## config.mk

```make
export PLATFORM = sky130hd
export DESIGN_NAME = error_code_reporter
export DESIGN_NICKNAME = d
export VERILOG_FILES = /design/src/hdl/err_report_pkg.sv /design/src/hdl/error_code_reporter.sv
export SDC_FILE = /design/constraint.sdc
export NUM_CORES = 1
export LEC_CHECK = 0
export BUFFER_PORTS_ARGS = -buffer_cell sky130_fd_sc_hd__buf_4
export CORE_MARGIN = 3
export CORE_UTILIZATION = 50
export DETAILED_ROUTE_END_ITERATION = 16
export GPL_TIMING_DRIVEN = 0
export PLACE_DENSITY = 0.81
export SKIP_CTS_REPAIR_TIMING = 1
export SLEW_MARGIN = 40
export SYNTH_ARGS = -nofsm -noshare
export SYNTH_HDL_FRONTEND = slang
export SYNTH_SLANG_ARGS = --single-unit
```

## constraint.sdc

```tcl
create_clock -name pclk -period 6.64 [get_ports pclk]
set_input_delay 1.328 -clock pclk [delete_from_list [all_inputs] [get_ports pclk]]
set_output_delay 1.328 -clock pclk [all_outputs]
set_load 0.01 [all_outputs]
```

## src/hdl/err_report_pkg.sv

```systemverilog
// constants for the error code reporter
// assumes a 100 MHz pclk and an APB master
package err_report_pkg;
  localparam logic [7:0] ADDR_CTRL      = 8'h00;
  localparam logic [7:0] ADDR_TRIG_MODE = 8'h04;
  localparam logic [7:0] ADDR_VLIMIT    = 8'h08;
  localparam logic [7:0] ADDR_ILIMIT    = 8'h0c;
  localparam logic [7:0] ADDR_LAST_ERR  = 8'h10;
  localparam logic [7:0] ADDR_HISTORY   = 8'h14;
  localparam logic [7:0] ADDR_STATUS    = 8'h18;
  localparam int CTRL_MANUAL  = 0;
  localparam int CTRL_REMOTE  = 1;
  localparam int CTRL_IEEE    = 2;
  localparam int CTRL_LOCKOUT = 3;
  localparam logic [3:0] CTRL_RESET = 4'h1;
  localparam logic [2:0] TM_OFF = 3'h0;
  localparam logic [2:0] TM_OUT = 3'h1;
  localparam logic [2:0] TM_SEQ = 3'h2;
  localparam logic [2:0] TM_MIN = 3'h3;
  localparam logic [2:0] TM_AIU = 3'h4;
  localparam logic [2:0] TM_AII = 3'h5;
  localparam int TM_W = 3;
  localparam logic [31:0] VLIMIT_RESET = 32'hffff_0000;
  localparam logic [31:0] ILIMIT_RESET = 32'hffff_0000;
  localparam logic [7:0] E_NONE = 8'h00;
  localparam logic [7:0] E_KEY = 8'h05;
  localparam logic [7:0] E_CMDBUF = 8'h12;
  localparam logic [7:0] E_SETPT = 8'h21;
  localparam logic [7:0] E_LIMIT = 8'h22;
  localparam logic [7:0] E_MACRO = 8'h29;
  localparam logic [7:0] E_PARITY = 8'h51;
  localparam logic [7:0] E_STOP = 8'h52;
  localparam logic [7:0] E_BOTH = 8'h53;
  localparam logic [7:0] E_FRAME = 8'h54;
  localparam logic [7:0] E_NOLSN = 8'h55;
  localparam logic [7:0] E_TALKLSN = 8'h56;
  localparam logic [7:0] E_CALPAR = 8'h61;
  localparam logic [7:0] E_CALREM = 8'h62;
  localparam logic [7:0] E_CALMODE = 8'h63;
  localparam logic [7:0] E_CALMEAS = 8'h64;
  localparam logic [7:0] E_CALFAIL = 8'h66;
  localparam logic [7:0] E_MEM = 8'h69;
  localparam logic [7:0] E_SEQLIM = 8'h71;
  localparam logic [7:0] E_OUTTRG = 8'h73;
  localparam logic [7:0] E_MINTRG = 8'h74;
  localparam logic [7:0] E_SEQTRG = 8'h75;
  localparam logic [7:0] E_AITRG = 8'h76;
  localparam logic [23:0] MARKER_TEXT = 24'h457272;
  localparam logic [3:0] DIGIT_ZERO = 4'h0;
  localparam int MACRO_MAX = 80;
  localparam int CMD_DEPTH = 64;
  localparam logic [3:0] BITS_MIN = 4'h7;
  localparam logic [3:0] BITS_MAX = 4'h8;
  localparam longint CLK_FREQ_HZ = 100_000_000;
  localparam longint DISPLAY_TIME_MS = 2000;
  localparam int DISPLAY_CYCLES =
    int'((DISPLAY_TIME_MS * CLK_FREQ_HZ) / 1000);
endpackage

```

## src/hdl/error_code_reporter.sv

```systemverilog
// error detection, display and three-entry history of the supply
// assumes fault pulses on pclk, trigger levels from pins, APB access
`timescale 1ns/1ps
module error_code_reporter
#(
  parameter int DISPLAY_CYCLES = err_report_pkg::DISPLAY_CYCLES
)
(
  input  wire logic        pclk,
  input  wire logic        presetn,
  input  wire logic        psel,
  input  wire logic        penable,
  input  wire logic        pwrite,
  input  wire logic [7:0]  paddr,
  input  wire logic [31:0] pwdata,
  output logic      [31:0] prdata,
  output logic             pready,
  output logic             pslverr,
  input  wire logic        key_unknown,
  input  wire logic        esc_brief,
  input  wire logic        cmd_char_in,
  input  wire logic        cmd_char_take,
  input  wire logic        setpoint_invalid,
  input  wire logic        limit_invalid,
  input  wire logic        macro_char,
  input  wire logic        macro_trig_query,
  input  wire logic        macro_end,
  input  wire logic        rx_char_done,
  input  wire logic        parity_fault,
  input  wire logic        stop_bit_fault,
  input  wire logic        serial_cfg_apply,
  input  wire logic [3:0]  data_bit_count,
  input  wire logic        parity_enable,
  input  wire logic        two_stop_bits,
  input  wire logic        addressed_talk,
  input  wire logic        listener_present,
  input  wire logic        talker_active,
  input  wire logic        listener_active,
  input  wire logic        cal_param_invalid,
  input  wire logic        calibration_command,
  input  wire logic        cal_step,
  input  wire logic        cal_step_current,
  input  wire logic        constant_voltage_regulation,
  input  wire logic        constant_current_regulation,
  input  wire logic        cal_limit_set,
  input  wire logic        cal_meas_bad,
  input  wire logic        cal_fail,
  input  wire logic        cal_success,
  input  wire logic        mem_check_fail,
  input  wire logic        seq_running,
  input  wire logic        seq_step,
  input  wire logic [15:0] table_voltage,
  input  wire logic [15:0] table_current,
  input  wire logic [1:0]  trigger_input_level,
  input  wire logic        output_on_req,
  input  wire logic        capture_on_req,
  input  wire logic        seq_start_req,
  input  wire logic        analog_change_req,
  output logic             request_rejected,
  output logic             uncalibrated_state,
  output logic             display_active,
  output logic      [23:0] display_left,
  output logic      [11:0] display_right,
  output logic      [7:0]  last_error
);

  typedef enum logic {DISP_IDLE, DISP_SHOW} disp_state_t;

  // true when trigger i is in mode m and its level blocks
  function automatic logic trig_blocks(
    input logic [5:0] modes,
    input logic [1:0] lvl,
    input logic [2:0] m
  );
    logic hit;
    hit = 1'b0;
    for (int i = 0; i < 2; i++)
    begin
      if (modes[i*3 +: 3] == m && lvl[i])
        hit = 1'b1;
    end
    return hit;
  endfunction

  // serial frame setup that cannot be sent
  function automatic logic frame_bad(
    input logic [3:0] nb,
    input logic       par,
    input logic       sb2
  );
    return (nb < err_report_pkg::BITS_MIN) ||
           (nb > err_report_pkg::BITS_MAX) ||
           (nb == err_report_pkg::BITS_MAX && par && sb2);
  endfunction

  logic [3:0]  ctrl_q;
  logic [5:0]  trig_mode_q;
  logic [31:0] vlimit_q;
  logic [31:0] ilimit_q;
  logic [1:0]  trig_meta_q;
  logic [1:0]  trig_sync_q;
  logic [6:0]  cmd_fill_q;
  logic [6:0]  macro_cnt_q;
  logic        macro_long_q;
  logic        macro_query_q;
  logic [23:0] hist_q;
  logic [7:0]  last_q;
  logic [7:0]  code_d;
  logic        reject_d;
  logic        pready_q;
  logic [31:0] prdata_q;
  logic        pslverr_q;
  logic        reject_q;
  logic        nocal_q;
  disp_state_t disp_q;
  logic [31:0] disp_cnt_q;
  logic [23:0] left_q;
  logic [11:0] right_q;
  logic        wr_acc;
  logic        rd_setup;
  logic        mapped;
  logic        hist_clr;
  logic        out_blk;
  logic        min_blk;
  logic        seq_blk;
  logic        ai_blk;
  logic        mode_bad;
  logic        v_bad;
  logic        i_bad;

  // apb decode: setup sampled, write at the pready edge
  assign wr_acc   = psel && penable && pready_q && pwrite;
  assign rd_setup = psel && penable && !pready_q;
  assign mapped   = (paddr == err_report_pkg::ADDR_CTRL) ||
                    (paddr == err_report_pkg::ADDR_TRIG_MODE) ||
                    (paddr == err_report_pkg::ADDR_VLIMIT) ||
                    (paddr == err_report_pkg::ADDR_ILIMIT) ||
                    (paddr == err_report_pkg::ADDR_LAST_ERR) ||
                    (paddr == err_report_pkg::ADDR_HISTORY) ||
                    (paddr == err_report_pkg::ADDR_STATUS);
  assign hist_clr = wr_acc && paddr == err_report_pkg::ADDR_HISTORY;

  // trigger conflict decode on synchronised levels
  assign out_blk = trig_blocks(trig_mode_q, trig_sync_q,
                               err_report_pkg::TM_OUT);
  assign min_blk = trig_blocks(trig_mode_q, trig_sync_q,
                               err_report_pkg::TM_MIN);
  assign seq_blk = trig_blocks(trig_mode_q, trig_sync_q,
                               err_report_pkg::TM_SEQ);
  assign ai_blk  = trig_blocks(trig_mode_q, trig_sync_q,
                               err_report_pkg::TM_AIU) ||
                   trig_blocks(trig_mode_q, trig_sync_q,
                               err_report_pkg::TM_AII);

  // calibration mode check and sequence limit check
  assign mode_bad = cal_step_current ? !constant_current_regulation
                                     : !constant_voltage_regulation;
  assign v_bad = table_voltage < vlimit_q[15:0] ||
                 table_voltage > vlimit_q[31:16];
  assign i_bad = table_current < ilimit_q[15:0] ||
                 table_current > ilimit_q[31:16];

  // fault classification, lowest code wins a tie except that 53 beats 51 and 52
  always_comb
  begin
    code_d   = err_report_pkg::E_NONE;
    reject_d = 1'b0;
    if (key_unknown || (esc_brief && ctrl_q[err_report_pkg::CTRL_LOCKOUT]))
      code_d = err_report_pkg::E_KEY;
    else if (cmd_char_in && !cmd_char_take &&
             cmd_fill_q == 7'(err_report_pkg::CMD_DEPTH))
      code_d = err_report_pkg::E_CMDBUF;
    else if (setpoint_invalid)
      code_d = err_report_pkg::E_SETPT;
    else if (limit_invalid)
      code_d = err_report_pkg::E_LIMIT;
    else if (macro_end && (macro_long_q || macro_query_q ||
             macro_trig_query))
      code_d = err_report_pkg::E_MACRO;
    else if (rx_char_done && parity_fault && stop_bit_fault)
      code_d = err_report_pkg::E_BOTH;
    else if (rx_char_done && parity_fault)
      code_d = err_report_pkg::E_PARITY;
    else if (rx_char_done && stop_bit_fault)
      code_d = err_report_pkg::E_STOP;
    else if (serial_cfg_apply && ctrl_q[err_report_pkg::CTRL_MANUAL] &&
             frame_bad(data_bit_count, parity_enable, two_stop_bits))
      code_d = err_report_pkg::E_FRAME;
    else if (ctrl_q[err_report_pkg::CTRL_IEEE] && addressed_talk &&
             !listener_present)
      code_d = err_report_pkg::E_NOLSN;
    else if (ctrl_q[err_report_pkg::CTRL_IEEE] && talker_active &&
             listener_active)
      code_d = err_report_pkg::E_TALKLSN;
    else if (cal_param_invalid)
      code_d = err_report_pkg::E_CALPAR;
    else if (calibration_command && ctrl_q[err_report_pkg::CTRL_REMOTE])
      code_d = err_report_pkg::E_CALREM;
    else if (cal_step && mode_bad)
      code_d = err_report_pkg::E_CALMODE;
    else if (cal_limit_set && cal_meas_bad)
      code_d = err_report_pkg::E_CALMEAS;
    else if (cal_fail)
      code_d = err_report_pkg::E_CALFAIL;
    else if (mem_check_fail)
      code_d = err_report_pkg::E_MEM;
    else if (seq_running && seq_step && (v_bad || i_bad))
      code_d = err_report_pkg::E_SEQLIM;
    else if (output_on_req && out_blk)
    begin
      code_d   = err_report_pkg::E_OUTTRG;
      reject_d = 1'b1;
    end
    else if (capture_on_req && min_blk)
    begin
      code_d   = err_report_pkg::E_MINTRG;
      reject_d = 1'b1;
    end
    else if (seq_start_req && seq_blk)
    begin
      code_d   = err_report_pkg::E_SEQTRG;
      reject_d = 1'b1;
    end
    else if (analog_change_req && ai_blk)
    begin
      code_d   = err_report_pkg::E_AITRG;
      reject_d = 1'b1;
    end
  end

  // two-flop synchroniser for trigger pins
  always_ff @(posedge pclk or negedge presetn)
  begin
    if (!presetn)
    begin
      trig_meta_q <= '0;
      trig_sync_q <= '0;
    end
    else
    begin
      trig_meta_q <= trigger_input_level;
      trig_sync_q <= trig_meta_q;
    end
  end

  // software registers
  always_ff @(posedge pclk or negedge presetn)
  begin
    if (!presetn)
    begin
      ctrl_q      <= err_report_pkg::CTRL_RESET;
      trig_mode_q <= '0;
      vlimit_q    <= err_report_pkg::VLIMIT_RESET;
      ilimit_q    <= err_report_pkg::ILIMIT_RESET;
    end
    else if (wr_acc)
    begin
      case (paddr)
        err_report_pkg::ADDR_CTRL:      ctrl_q <= pwdata[3:0];
        err_report_pkg::ADDR_TRIG_MODE: trig_mode_q <= pwdata[5:0];
        err_report_pkg::ADDR_VLIMIT:    vlimit_q <= pwdata;
        err_report_pkg::ADDR_ILIMIT:    ilimit_q <= pwdata;
        default: ;
      endcase
    end
  end

  // apb answer: one wait state, read data taken at setup
  always_ff @(posedge pclk or negedge presetn)
  begin
    if (!presetn)
    begin
      pready_q  <= 1'b0;
      prdata_q  <= '0;
      pslverr_q <= 1'b0;
    end
    else
    begin
      pready_q  <= rd_setup;
      pslverr_q <= rd_setup && !mapped;
      if (rd_setup)
      begin
        case (paddr)
          err_report_pkg::ADDR_CTRL:      prdata_q <= {28'h0, ctrl_q};
          err_report_pkg::ADDR_TRIG_MODE: prdata_q <= {26'h0, trig_mode_q};
          err_report_pkg::ADDR_VLIMIT:    prdata_q <= vlimit_q;
          err_report_pkg::ADDR_ILIMIT:    prdata_q <= ilimit_q;
          err_report_pkg::ADDR_LAST_ERR:  prdata_q <= {24'h0, last_q};
          err_report_pkg::ADDR_HISTORY:   prdata_q <= {8'h0, hist_q};
          err_report_pkg::ADDR_STATUS:
            prdata_q <= {16'h0, cmd_fill_q, 7'h0,
                         disp_q == DISP_SHOW, nocal_q};
          default:                        prdata_q <= '0;
        endcase
      end
    end
  end

  // command buffer fill level
  always_ff @(posedge pclk or negedge presetn)
  begin
    if (!presetn)
      cmd_fill_q <= '0;
    else if (cmd_char_in && !cmd_char_take &&
             cmd_fill_q != 7'(err_report_pkg::CMD_DEPTH))
      cmd_fill_q <= cmd_fill_q + 7'h01;
    else if (cmd_char_take && !cmd_char_in && cmd_fill_q != 7'h00)
      cmd_fill_q <= cmd_fill_q - 7'h01;
  end

  // macro string length and query watch
  always_ff @(posedge pclk or negedge presetn)
  begin
    if (!presetn)
    begin
      macro_cnt_q   <= '0;
      macro_long_q  <= 1'b0;
      macro_query_q <= 1'b0;
    end
    else if (macro_end)
    begin
      macro_cnt_q   <= '0;
      macro_long_q  <= 1'b0;
      macro_query_q <= 1'b0;
    end
    else
    begin
      if (macro_char && macro_cnt_q == 7'(err_report_pkg::MACRO_MAX))
        macro_long_q <= 1'b1;
      else if (macro_char)
        macro_cnt_q <= macro_cnt_q + 7'h01;
      if (macro_trig_query)
        macro_query_q <= 1'b1;
    end
  end

  // history shift and last error; a clear with a new code keeps only the new code
  always_ff @(posedge pclk or negedge presetn)
  begin
    if (!presetn)
    begin
      hist_q <= '0;
      last_q <= err_report_pkg::E_NONE;
    end
    else if (code_d != err_report_pkg::E_NONE)
    begin
      if (hist_clr)
        hist_q <= {16'h0, code_d};
      else
        hist_q <= {hist_q[15:0], code_d};
      last_q <= code_d;
    end
    else if (hist_clr)
      hist_q <= '0;
  end

  // reject pulse and uncalibrated flag
  always_ff @(posedge pclk or negedge presetn)
  begin
    if (!presetn)
    begin
      reject_q <= 1'b0;
      nocal_q  <= 1'b0;
    end
    else
    begin
      reject_q <= reject_d;
      if (cal_fail)
        nocal_q <= 1'b1;
      else if (cal_success)
        nocal_q <= 1'b0;
    end
  end

  // front display timer, restarts on each new error while CTRL_MANUAL is set
  always_ff @(posedge pclk or negedge presetn)
  begin
    if (!presetn)
    begin
      disp_q     <= DISP_IDLE;
      disp_cnt_q <= '0;
      left_q     <= '0;
      right_q    <= '0;
    end
    else if (code_d != err_report_pkg::E_NONE &&
             ctrl_q[err_report_pkg::CTRL_MANUAL])
    begin
      disp_q     <= DISP_SHOW;
      disp_cnt_q <= 32'(DISPLAY_CYCLES - 1);
      left_q     <= err_report_pkg::MARKER_TEXT;
      right_q    <= {err_report_pkg::DIGIT_ZERO, code_d};
    end
    else
    begin
      case (disp_q)
        DISP_IDLE: ;
        DISP_SHOW:
        begin
          if (disp_cnt_q == 32'h0)
          begin
            disp_q  <= DISP_IDLE;
            left_q  <= '0;
            right_q <= '0;
          end
          else
            disp_cnt_q <= disp_cnt_q - 32'h1;
        end
        default: disp_q <= DISP_IDLE;
      endcase
    end
  end

  // outputs straight from flops
  assign prdata             = prdata_q;
  assign pready             = pready_q;
  assign pslverr            = pslverr_q;
  assign request_rejected   = reject_q;
  assign uncalibrated_state = nocal_q;
  assign display_active     = disp_q == DISP_SHOW;
  assign display_left       = left_q;
  assign display_right      = right_q;
  assign last_error         = last_q;

endmodule

```

==> flow_summary_export.csv <==
group,metric,value,unit
outcome,status,"finished clean",
detailed_routing,met3_length,2630,um
global_routing,grt_use_total,0.266,
global_routing,grt-ovfl-total,0,
placed_design,dp_cells,1640,
floorplan,die_area,23800,um2
cts,clk_path_buf_depth,2,
cells_and_area,final_area,13500,um2
floorplan,fp.dieW,154,um
cells_and_area,regArea,5020,um2
detailed_routing,highest_layer,"met4",
placed_design,pre_cts_ws,1.96,ns
yosys,synth-xor-area-share,0.0294,
timing,timing.final.crit_share,0.658,
yosys,syn_area_per_cell,9.44,um2
pwr,p_per_area,213,nW/um2
timing,finalSetupViolCount,0,
detailed_routing,drt-wirelength-per-cell,19.2,um
detailed_routing,ant_nets,0,
global_routing,antenna_found_initial,0,
yosys,synth_ff_type,"dfrtp_1",
cells_and_area,fillers,1727,
cells_and_area,finish.utilization,0.631,
setup_path,startpoint_type,"primary input",
yosys,synth_seq_area_share,0.456,
cells_and_area,layout.nets,1574,
cts,clock_latency,0.45,ns
global_routing,grt_pass1_wl,50400,um
setup_path,cp.required,7.01,ns
detailed_routing,drt-initial-drc-count,999,
detailed_routing,wl_met1,13300,um
cts,htreeDepth,4,
cts,clkSinkCount,199,
worst_hold_path,min_path_type,"flip-flop to flip-flop",
setup_path,regToRegSetupSlack,2.77,ns
cells_and_area,multiInputGateArea,5350,um2
detailed_routing,route.detailed.drc,0,
flow_run,cap_violations,0,
floorplan,io-pin-count,200,
yosys,netlist_area,11000,um2
setup_path,worst-setup-path-type,"primary input to flip-flop",
cells_and_area,area_growth,22.4,%
floorplan,initial_core_util,0.515,
cts,cts.clk_slew.worst_paths,0.08,ns
placed_design,placed_cell_area,12800,um2
timing,maxSlewViolCount,0,
timing,hold_viol,0,
placed_design,io_buffers,179,
global_routing,grt_pass1_vias,9625,
setup_path,cp_max_fo,10,
yosys,synth_top_family_by_area,"compound AO/OA/AOI/OAI gates",
detailed_routing,dr.pass1.iters,6,
yosys,synth-compound-area-share,0.170,
timing,fin_crit,4.37,ns
floorplan,core,21400,um2
yosys,ys_ff_latch,199,
global_routing,grt_max_degree,72,
timing,skew,0.0135,ns
timing,fin_ws,2.27,ns
detailed_routing,vias_per_cell,5.75,
cts,cts_tree,"yes",
setup_path,endpoint_kind,"flip-flop",
timing,worst_slew_pin_slew,0.805,ns
cells_and_area,antennaDiodeCount,0,
detailed_routing,vias,9618,
cts,cts_root_buf,"clkbuf_16",
timing,fmax,0.229,GHz
setup_path,worstPathArrival,4.74,ns
yosys,synthSimpleGateAreaFrac,0.166,
placed_design,routabilityCongestion,0.939,
yosys,synthCells,1166,
pwr,leakagePower,6.51,nW
cts,numCtsBuffers,17,
floorplan,die_height,154,um
yosys,ys_warn_count,0,
placed_design,dp_hpwl,24900,um
yosys,synthAdderAreaFrac,0.0814,
yosys,synth_edf_count,0,
timing,slew-limit-headroom,0.459,
floorplan,rows,53,
timing,rsz0062_at_grt,"no",
pwr,peakVddDrop,0.144,mV
yosys,muxShareOfSynthArea,0.0313,
cells_and_area,final_layout_size_suffix_gt1_frac,0.229,
yosys,async_flop_share,1.00,
timing,tns,0,ns
detailed_routing,wl_met2,14700,um
cells_and_area,layout.cells.non_filler,1672,
yosys,ys_types,73,
detailed_routing,drt-total-wl,32000,um
synth_stat cells (20+ instances only):
cell        n  share of area
dfrtp_1   166           0.38
buf_4      30          0.020
nand3_1    24          0.011
nor2_1     56          0.019
clkbuf_1   37          0.013
nand2_1   174          0.059
ha_1       70          0.080
a21oi_1    61          0.028
nor3_1     20         0.0091
o21ai_0   118          0.054
dfstp_2    33          0.079
inv_1      82          0.028
xnor2_1    28          0.022
sequential cells by signal, summed over array words and instances, names as in the netlist, 2 cells and up:
name and count:
ilimit_q 32, macro_cnt_q 7, display_right 7, last_error 7, hist_q 21, cmd_fill_q 7, trig_mode_q 6, disp_cnt_q 32
trig_meta_q 2, vlimit_q 32, ctrl_q 4, trig_sync_q 2, prdata 32
cell type report:
cell class / count / area share
clock inverter: 13 / 0.0137
inverter: 82 / 0.0228
tap: 275 / 0.0255
timing repair buffer: 181 / 0.104
clock buffer: 19 / 0.0329
sequential: 199 / 0.373
buffer: 76 / 0.0310
multi-input combinational: 827 / 0.397
cell families after synthesis:
| kind of cell | count (synthesis) |
|---|---|
| adders and majority gates | 71 |
| xor gates and xnor gates | 37 |
| DFF | 199 |
| other | 1 |
| buffers and inverters | 158 |
| muxes | 31 |
| and+or+nand+nor | 375 |
| AOI/OAI and AO/OA | 294 |
worst paths after layout:
path,end,cells after the start,startpoint
min in group asynchronous,prdata[25]$_DFFE_PN0P_,1,presetn
worst min register to register,trig_sync_q[0]$_DFF_PN0_,0,trig_meta_q[0]$_DFF_PN0_
worst max register to register,hist_q[16]$_DFFE_PN0P_,12,ilimit_q[27]$_DFFE_PN1P_
max in group asynchronous,vlimit_q[17]$_DFFE_PN1P_,2,presetn
worst min-delay path,trig_sync_q[0]$_DFF_PN0_,0,trig_meta_q[0]$_DFF_PN0_
worst max-delay path,hist_q[16]$_DFFE_PN0P_,12,table_current[5]
metal layers:
layer	GRT usage	vias up
met1	0.363	4608
met2	0.415	402
met3	0.0551	101
li1	-	4507
met5	0	-
met4	0.112	0
power breakdown:
group	switching, W	total (W)	internal [W]
logic	0.000234	0.000443	0.000209
clock network	0.000526	0.00108	0.000556
registers	0.0000672	0.00134	0.00128
total	0.000827	0.00287	0.00204
metrics by stage:
| step | power (W) | hold WS, ns |
|---|---|---|
| 2_1_floorplan | 0.00162 | 0.331 |
| 3_3_place_gp | 0.00178 | 0.334 |
| 3_5_place_dp | 0.00181 | 0.336 |
| 4_1_cts | 0.00288 | 0.353 |
| 5_1_grt | 0.00299 | 0.359 |
| 6_report | 0.00287 | 0.353 |
worst max-delay path, stage by stage:
cell and delay (ns):
buf_4 0.13, ha_1 0.29, nand2_1 0.05, or3_1 0.33
o221ai_1 0.26, a211oi_1 0.13, a311oi_1 0.69, and2_1 0.30
clkbuf_1 0.45, clkbuf_1 0.47, nand3_1 0.15, a21oi_1 0.14
placed cells by master (no fill, tap or decap), types with 18 or more instances in the layout:
master and instances:
ha_1 70, inv_1 82, a22oi_1 18, nand2_1 174
a21oi_1 61, xnor2_1 28, dfstp_2 33, nor2_1 56
buf_4 208, a22o_1 18, nand3_1 24, o21ai_0 118
conb_1 19, clkbuf_1 38, nor3_1 19, dfrtp_1 166
No activity file was read; power rests on OpenSTA's default activity.
